### src/core/msp_regs.vh
// Offsets, field positions, reset values and operation codes of the block.
//=====================================================================
// Operation
// - Data register read starts one execution only with trigger enabled.
// - Triggered read waits on the bus until done, then returns new data.
// - Triggered read advances the test like a continue pulse.
// - With fail enable, check uncorrectable error sets test fail flag.
// - Memory output bit 1 means uncorrectable, only on select 01 reads.
// - No-transaction flag forces memory enables low; it resets clear.
// - Check operation with output data not 01 sets no-transaction flag.
// - Result field ORs in output bits 1:0 of select 01 reads.
// - Report output high on select 01 reads only when report enabled.
// - Select 01 requests the parity or error check result from memory.
// - Enabled continue counter pulse raises a resume event.
//=====================================================================
`ifndef MSP_REGS_VH
`define MSP_REGS_VH

`define MSP_ADDR_W 12
`define MSP_OFS_CTRL 12'h000
`define MSP_OFS_DATA 12'h004

`define MSP_BIT_RTE 22
`define MSP_BIT_UFE 21
`define MSP_BIT_NOT 20
`define MSP_BIT_PCR_HI 19
`define MSP_BIT_PCR_LO 18
`define MSP_BIT_PRE 17

`define MSP_CTRL_RST 1'b0
`define MSP_PCR_RST 2'b00

`define MSP_PSEL_NORMAL 2'b00
`define MSP_PSEL_CHECK 2'b01
`define MSP_CHECK_OK 2'b01
`define MSP_UE_BIT 1

`define MSP_OP_W 3
`define MSP_OP_PCHK 3'h1
`define MSP_OP_LOOP_LAST 3'h2
`define MSP_OP_CLEAR_NO_TRANSACTION_OPERATION 3'h3

`endif

### src/core/msp_ctrl.v
// Protection check and scrubbing control slice with its bus access logic.
`include "msp_regs.vh"

module msp_ctrl #(
    parameter DATA_W = 32
) (
    core_clk,
    rstn,
    psel,
    penable,
    pwrite,
    paddr,
    pwdata,
    prdata,
    pready,
    pslverr,
    selftest_data_in,
    exec_done,
    exec_op,
    test_continue_input,
    continue_counter_pulse,
    continue_counter_enable,
    resume_event,
    core_read_en,
    core_write_en,
    core_protection_select,
    mem_output_data_in,
    mem_rdata_valid,
    mem_read_enable_out,
    mem_write_enable_out,
    protection_select_out,
    protection_report_out,
    test_fail_set,
    read_trigger_exec_enable,
    uncorrectable_fail_enable,
    no_transaction_flag,
    protection_check_result,
    protection_report_enable
);
    input wire core_clk;
    input wire rstn;
    input wire psel;
    input wire penable;
    input wire pwrite;
    input wire [`MSP_ADDR_W-1:0] paddr;
    input wire [DATA_W-1:0] pwdata;
    output reg [DATA_W-1:0] prdata;
    output reg pready;
    output reg pslverr;
    input wire [DATA_W-1:0] selftest_data_in;
    input wire exec_done;
    input wire [`MSP_OP_W-1:0] exec_op;
    input wire test_continue_input;
    input wire continue_counter_pulse;
    input wire continue_counter_enable;
    output reg resume_event;
    input wire core_read_en;
    input wire core_write_en;
    input wire [1:0] core_protection_select;
    input wire [1:0] mem_output_data_in;
    input wire mem_rdata_valid;
    output reg mem_read_enable_out;
    output reg mem_write_enable_out;
    output reg [1:0] protection_select_out;
    output reg protection_report_out;
    output reg test_fail_set;
    output reg read_trigger_exec_enable;
    output reg uncorrectable_fail_enable;
    output reg no_transaction_flag;
    output reg [1:0] protection_check_result;
    output reg protection_report_enable;

    //=================================================================
    // Bus access states
    //=================================================================
    localparam [1:0] ST_IDLE = 2'b00;
    localparam [1:0] ST_WAIT = 2'b01;
    localparam [1:0] ST_DONE = 2'b10;

    reg [1:0] state_q;
    reg check_read_q;
    reg [1:0] check_data_q;

    // The control word as software sees it, reserved bits zero.
    function [DATA_W-1:0] ctrl_word;
        input rte;
        input ufe;
        input ntf;
        input [1:0] pcr;
        input pre;
        begin
            ctrl_word = {DATA_W{1'b0}};
            ctrl_word[`MSP_BIT_RTE] = rte;
            ctrl_word[`MSP_BIT_UFE] = ufe;
            ctrl_word[`MSP_BIT_NOT] = ntf;
            ctrl_word[`MSP_BIT_PCR_HI:`MSP_BIT_PCR_LO] = pcr;
            ctrl_word[`MSP_BIT_PRE] = pre;
        end
    endfunction

    wire setup_phase = psel & ~penable;
    wire access_done = psel & penable & pready;
    wire hit_ctrl = (paddr == `MSP_OFS_CTRL);
    wire hit_data = (paddr == `MSP_OFS_DATA);
    wire trig_read = setup_phase & ~pwrite & hit_data &
                     read_trigger_exec_enable;
    wire ctrl_write = access_done & pwrite & hit_ctrl;
    wire check_exec = exec_done & (exec_op == `MSP_OP_PCHK);
    wire clear_exec = exec_done & ((exec_op == `MSP_OP_LOOP_LAST) |
                                   (exec_op == `MSP_OP_CLEAR_NO_TRANSACTION_OPERATION));
    wire is_ue = check_data_q[`MSP_UE_BIT];

    //=================================================================
    // Bus slave with wait states for triggered reads
    //=================================================================
    always @(posedge core_clk or negedge rstn) begin
        if (!rstn) begin
            state_q <= ST_IDLE;
            prdata <= {DATA_W{1'b0}};
            pready <= 1'b0;
            pslverr <= 1'b0;
        end else begin
            case (state_q)
                ST_IDLE: begin
                    if (trig_read) begin
                        // Ready stays low until the execution ends.
                        state_q <= ST_WAIT;
                        pready <= 1'b0;
                    end else if (setup_phase) begin
                        state_q <= ST_DONE;
                        pready <= 1'b1;
                        pslverr <= ~(hit_ctrl | hit_data);
                        if (hit_ctrl)
                            prdata <= ctrl_word(read_trigger_exec_enable,
                                uncorrectable_fail_enable,
                                no_transaction_flag,
                                protection_check_result,
                                protection_report_enable);
                        else if (hit_data)
                            prdata <= selftest_data_in;
                        else
                            prdata <= {DATA_W{1'b0}};
                    end
                end
                ST_WAIT: begin
                    if (exec_done) begin
                        // The core presents the updated word with done.
                        prdata <= selftest_data_in;
                        pready <= 1'b1;
                        pslverr <= 1'b0;
                        state_q <= ST_DONE;
                    end
                end
                ST_DONE: begin
                    if (access_done || !psel) begin
                        pready <= 1'b0;
                        pslverr <= 1'b0;
                        state_q <= ST_IDLE;
                    end
                end
                default: begin
                    state_q <= ST_IDLE;
                    pready <= 1'b0;
                    pslverr <= 1'b0;
                end
            endcase
        end
    end

    //=================================================================
    // Advance events
    //=================================================================
    always @(posedge core_clk or negedge rstn) begin
        if (!rstn) begin
            resume_event <= 1'b0;
        end else begin
            // A triggered read is just one more continue source.
            resume_event <= test_continue_input |
                (continue_counter_pulse & continue_counter_enable) |
                trig_read;
        end
    end

    //=================================================================
    // Memory side: gating, select, report and capture
    //=================================================================
    always @(posedge core_clk or negedge rstn) begin
        if (!rstn) begin
            mem_read_enable_out <= 1'b0;
            mem_write_enable_out <= 1'b0;
            protection_select_out <= `MSP_PSEL_NORMAL;
            protection_report_out <= 1'b0;
            check_read_q <= 1'b0;
            check_data_q <= `MSP_CHECK_OK;
        end else begin
            mem_read_enable_out <= core_read_en &
                                   ~no_transaction_flag;
            mem_write_enable_out <= core_write_en &
                                    ~no_transaction_flag;
            // Select 01 asks the array for its check result.
            protection_select_out <= core_protection_select;
            protection_report_out <= protection_report_enable &
                core_read_en & ~no_transaction_flag &
                (core_protection_select == `MSP_PSEL_CHECK);
            if (mem_read_enable_out)
                check_read_q <= (protection_select_out ==
                                 `MSP_PSEL_CHECK);
            if (mem_rdata_valid && check_read_q)
                check_data_q <= mem_output_data_in;
        end
    end

    //=================================================================
    // Control fields
    //=================================================================
    always @(posedge core_clk or negedge rstn) begin
        if (!rstn) begin
            read_trigger_exec_enable <= `MSP_CTRL_RST;
            uncorrectable_fail_enable <= `MSP_CTRL_RST;
            no_transaction_flag <= `MSP_CTRL_RST;
            protection_check_result <= `MSP_PCR_RST;
            protection_report_enable <= `MSP_CTRL_RST;
            test_fail_set <= 1'b0;
        end else begin
            if (ctrl_write) begin
                read_trigger_exec_enable <= pwdata[`MSP_BIT_RTE];
                uncorrectable_fail_enable <= pwdata[`MSP_BIT_UFE];
                protection_report_enable <= pwdata[`MSP_BIT_PRE];
            end
            // Hardware capture is ORed into the written value, so bits from both are kept.
            protection_check_result <=
                (ctrl_write ?
                 pwdata[`MSP_BIT_PCR_HI:`MSP_BIT_PCR_LO] :
                 protection_check_result) |
                ((mem_rdata_valid && check_read_q) ?
                 mem_output_data_in : 2'b00);
            // Set by a failed check beats both write and auto clear.
            if (check_exec && check_data_q != `MSP_CHECK_OK)
                no_transaction_flag <= 1'b1;
            else if (clear_exec)
                no_transaction_flag <= 1'b0;
            else if (ctrl_write)
                no_transaction_flag <= pwdata[`MSP_BIT_NOT];
            test_fail_set <= check_exec & is_ue &
                             uncorrectable_fail_enable;
        end
    end

endmodule // msp_ctrl

### config.mk
export PLATFORM = sky130hd
export DESIGN_NAME = msp_ctrl
export DESIGN_NICKNAME = d
export VERILOG_FILES = /design/src/core/msp_ctrl.v
export VERILOG_INCLUDE_DIRS = /design/src /design/src/core
export SDC_FILE = /design/constraint.sdc
export NUM_CORES = 1
export LEC_CHECK = 0
export BUFFER_PORTS_ARGS = -buffer_cell sky130_fd_sc_hd__buf_2
export CORE_MARGIN = 2
export CORE_UTILIZATION = 47
export CTS_CLUSTER_DIAMETER = 50
export DETAILED_ROUTE_END_ITERATION = 10
export HOLD_SLACK_MARGIN = 0.1
export PLACE_DENSITY = 0.84
export RECOVER_POWER = 100
export SYNTH_ARGS = -nofsm -noshare
export SYNTH_HDL_FRONTEND = slang
export SYNTH_SLANG_ARGS = --single-unit
### constraint.sdc
create_clock -name core_clk -period 5.28 [get_ports core_clk]
set_input_delay 0.528 -clock core_clk [delete_from_list [all_inputs] [get_ports core_clk]]
set_output_delay 0.528 -clock core_clk [all_outputs]
set_load 0.05 [all_outputs]
# After elaboration in Yosys (flattened, before gate mapping)
# Cells that the tools add are included.
# word_totals
regBits,52
input_bits,95
out_inout_bits,47
word_cells,94
# classes
eq_ne,14
n_mux,25
n_bitwise,27
reduce_logical,11
# ops
operator,count
2-to-1 mux 32 bit,5
case mux 32 bit (2 select lines),1
AND 1 bit,18
"== test 12 x 3 -> 1 bit, second input constant",1
zero test 12 bit,1
2-to-1 mux 2 bit,6
2-to-1 mux 1 bit,10
"!= test 2 bit, second input constant",4
AND reduction 4 bit,2
"== test 2 x 1 -> 1 bit, second input constant",3
"== test 3 x 2 -> 1 bit, second input constant",2
case mux 1 bit (3 select lines),2
case mux 2 bit (3 select lines),1
NOT 1 bit,4
OR 1 bit,4
"== test 3 x 1 -> 1 bit, second input constant",1
"!= test 3 bit, second input constant",1
AND reduction 3 bit,1
nonzero test 3 bit,1
"== test 2 bit, second input constant",1
logical AND 1 bit,2
zero test 2 bit,1
"!= test 2 x 1 -> 1 bit, second input constant",1
OR 2 bit,1
other kinds (3),3

# Logic depth before layout (Yosys ltp)
# depth
ltp_word,7
depth_mapped,7

# Least setup slack after synthesis
# No wires, ideal clock.
# synth_timing
kind,input -> register
from,input paddr[5]
to,register prdata[17]
setup_time_ps,125
t_arrival_ps,1965
required_time_ps,5155
setup_slack_ps,3190
path_stages,6
cell_sequence,nor4_4 > nand3_2 > o31a_1 > buf_2 > buf_6 > mux2_4
# synth_between
elab_chain_len,6
word_cells_on_any_way,11
# synth_lines
item,line_no,rtl
start: declaration,msp_ctrl.v:45,input wire [`MSP_ADDR_W-1:0] paddr;
== test 12 x 3 -> 1 bit (no source line),n/a,
2-to-1 mux 32 bit,msp_ctrl.v:139,else if (hit_data)
2-to-1 mux 32 bit,msp_ctrl.v:133,if (hit_ctrl)
2-to-1 mux 32 bit,msp_ctrl.v:129,end else if (setup_phase) begin
2-to-1 mux 32 bit,msp_ctrl.v:125,if (trig_read) begin
case mux 32 bit (2 select lines),msp_ctrl.v:123,case (state_q)
end signal: assignment,msp_ctrl.v:134,"prdata <= ctrl_word(read_trigger_exec_enable,"
end signal: assignment,msp_ctrl.v:140,prdata <= selftest_data_in;
end signal: assignment,msp_ctrl.v:142,prdata <= {DATA_W{1'b0}};
end: declaration,msp_ctrl.v:47,output reg [DATA_W-1:0] prdata;
# Several ways; a longest one is shown, not always the timed one. The select of a mux whose other input is x is not followed.
# A chain may end at the register's enable or synchronous reset.

# Worst setup path after layout
# Ends and elaborated chain as after synthesis.

==> metrics.md <==
| Metric | Value |
|---|---|
| Outcome | finished with violations |
| Failing checks | max-capacitance violations, max-slew violations |
| Final min period | approximately 3.5 ns |
| Max-slew violations | 85 |
| Vias per inst | 4.884 |
| CTS tree | yes |
| CP required | between 5 and 6 ns |
| Fmax | 287.5 MHz |
| Total grt overflow | 0 |
| Synth async-reset ratio | 100.0% |
| Die H | between 70 and 80 um |
| Core footprint | about 4800 sq um |
| Worst-skew pair later-pin latency | 0.30 ns |
| Ys Warns | 0 |
| Sum Neg Setup Slack | 0 ns |
| Num rows | 25 |
| Reg power frac | roughly half |
| Final hold violation count | 0 |
| Max Cap Viol | 2 |
| Static leakage power | approximately 1.4 nW |
| Syn Nets | 310 |
| Area delta synth->final | 26.17% |
| # resized after CTS | 0 |
| Startpoint Class | input pin |
| Wire per inst | between 10 and 15 um |
| Mapped Cells | approximately 220 |
| Worst EP arrival | 3.66 ns |
| Post-synth top area cell | dfrtp_1 |
| EDFF count, synth | 0 |
| Root buffer cell | clkbuf_8 |
| Post-DP Area | between 2000 and 3000 sq um |
| Iteration-0 DRC Markers | 94 |
| Worst slew margin | -76.93% |
| CTS Buffer Depth | 2 |
| # diodes | 0 |
| Main combinational cell family by area after synthesis | multiplexers |
| Starting density of the core | 49.53% |
| Cts hold-fix bufs | 0 |
| Clk_skew | 0.004116 ns |
| Critical path class | in2reg |
| Ys flop type | dfrtp_1 |
| Total number of vias | ~1900 |
| DIE WIDTH | 75.25 um |
| Initial antenna violation count | 0 |
| RePlAce Congestion | 0.7906 |
| Avg Inst Size Synth | between 10 and 15 sq um |
| Xor-xnor portion of the synthesized cell area | 0% |
| Drt pass-1 iters | 4 |
| Simple-gate share of the synthesized area | 15.63% |
| Area contributors post-synth | dfrtp_1, mux2i_1, nand2_1 |
| Most frequent cell after synthesis | dfrtp_1 |
| Multi-input gate area | 897.1 sq um |
| Net Sw Frac | a little over a quarter |
| Post-CTS Setup Bufs | 0 |
| P per Cell Area | between 200 and 300 nW/um^2 |
| Final net count | 425 |
| Placed Instances | 390 |
| #FFs+latches synth | around 50 |
| Psw | about 0.22 mW |
| Clock share of power | 33.9% |
| CTS sink cnt | a little over 50 |
| Adder-cell share of the synthesized area | 0% |
| TritonCTS buffer count | 5 |
| Tot GR Track Use | between 10% and 20% |
| Synth cell types | 38 |
| Synth top area share | 52.44% |
| DRC errors left | 0 |
| Htree depth | 2 |
| Largest net degree at the start of global routing | 52 |
| Register area | 1277 sq um |
| Mapped cell area | 2386 sq um |
| Io pins | 142 |
| Crit path capture type | flop |
| Fillers | roughly 440 |
| Hold WC Path Type | in2reg |
| DP Wirelength | 3979 um |
| Synth Area in Compound Gates | 7.236% |
| RSZ-0062 raised after global routing | false |
| Design Area, Final | 3010 sq um |
| Vias in the first global route | 1785 |
| Combinational share of power | ~14% |
| Post-synth top cells | dfrtp_1, nand2_1, inv_1, mux2i_1 |
| Measured slew at the worst slew-check pin | 2.654 ns |
| Layout cell share with drive strength beyond 1 | 23.56% |
| First-pass GRT wire length | 8010 um |
| Mux cell area share after synthesis | 16.20% |
| Maximum VDD drop | 0.1143 mV |
| Internal | 0.6050 mW |
| Die area | 5663 sq um |
| Final WL | 5353 um |
| Clock slew at reported path FFs | 0.09 ns |
| Hold slack | 0.3467 ns |
| Final period util | 65.88% |
| Register area share after synthesis | 53.54% |
| Non-Filler Instances | roughly 400 |
| Crit-path max FO | 32 |
| Buffers added on ports | 115 |
| DRT antenna net count | 0 |
| Setup Viol. Count Final | 0 |
[power by group through the flow]
stage                     Clock (mW)  Combinational (mW)  Sequential (mW)
final                          0.278               0.118            0.425
after global routing           0.300               0.129            0.428
after CTS                      0.288               0.124            0.425
after detailed placement           0               0.123            0.433
after global placement             0               0.121            0.432
after floorplan                    0              0.0358            0.466
[placed cells by master, fill, tap and decap left out, types with 2 or more instances in the layout]
cell	n
nand2b_1	2
nor4_1	2
nor2b_1	2
o21ai_0	5
nand2_1	36
mux2i_1	27
a21oi_1	4
buf_2	66
inv_1	29
nand3b_1	3
clkbuf_8	6
a32o_1	6
dfrtp_1	50
mux2_1	9
nor3_1	4
clkbuf_1	50
or3_1	3
nand3_1	7
nor4bb_1	2
[layout make-up]
| type | instances | area share (%) |
|---|---|---|
| flip-flops and latches | 51 | 42.44 |
| clock buffers | 6 | 2.743 |
| well taps | 67 | 2.785 |
| repair buffers | 117 | 17.46 |
| inverters | 29 | 3.616 |
| clock inverters | 2 | 1.164 |
| multi-input cells | 126 | 29.80 |
[per-stage QoR]
step | power (mW) | worst slack, ns | utilization (%)
final | 0.8214 | 1.801 | 62.49
after global routing | 0.8562 | 1.558 | 62.49
after CTS | 0.8365 | 2.850 | 64.60
after detailed placement | 0.5562 | 2.586 | 62.16
after global placement | 0.5533 | 2.606 | 62.16
after floorplan | 0.5015 | 3.190 | -
[critical path: stages]
cell	delay, ns
buf_2	0.11
nor4_1	0.96
nand3_1	0.49
o31a_1	0.99
mux2_1	0.56
[layer usage]
layer / up-vias / share of wire, % / global-route usage [%]
met2: 78 / 49 / 31.29
met3: 10 / 6.2 / 4.819
li1: 956 / - / -
met4: 0 / 2.2 / 8.187
met5: - / 0 / 0
met1: 900 / 42 / 23.38
[logic make-up (layout without fill, tap and decap cells)]
group | Yosys count | count (layout)
multiplexers | 36 | 36
AND/OR/NAND/NOR | 69 | 69
AO/OA/AOI/OAI | 21 | 21
flip-flops | 51 | 51
buffers and inverters | 38 | 154
[worst paths after layout]
path | from | end | slack (ns) | cells after the start
max | paddr[5] | prdata[17] | 1.80 | 5
min | core_protection_select[0] | protection_select_out[0] | 0.35 | 1
max reg2reg | state_q[0] | prdata[17] | 2.25 | 4
min reg2reg | check_data_q[0] | check_data_q[0] | 0.48 | 2
max in group asynchronous | rstn | protection_report_enable | 2.63 | 2
min in group asynchronous | rstn | pslverr | 1.15 | 2
[flip-flops by register name (all words and copies together), names as in the netlist, 2 cells and up]
| signal | flops |
|---|---|
| check_data_q | 2 |
| prdata | 32 |
| protection_select_out | 2 |
| protection_check_result | 2 |
(Power assumes the default switching activity.)
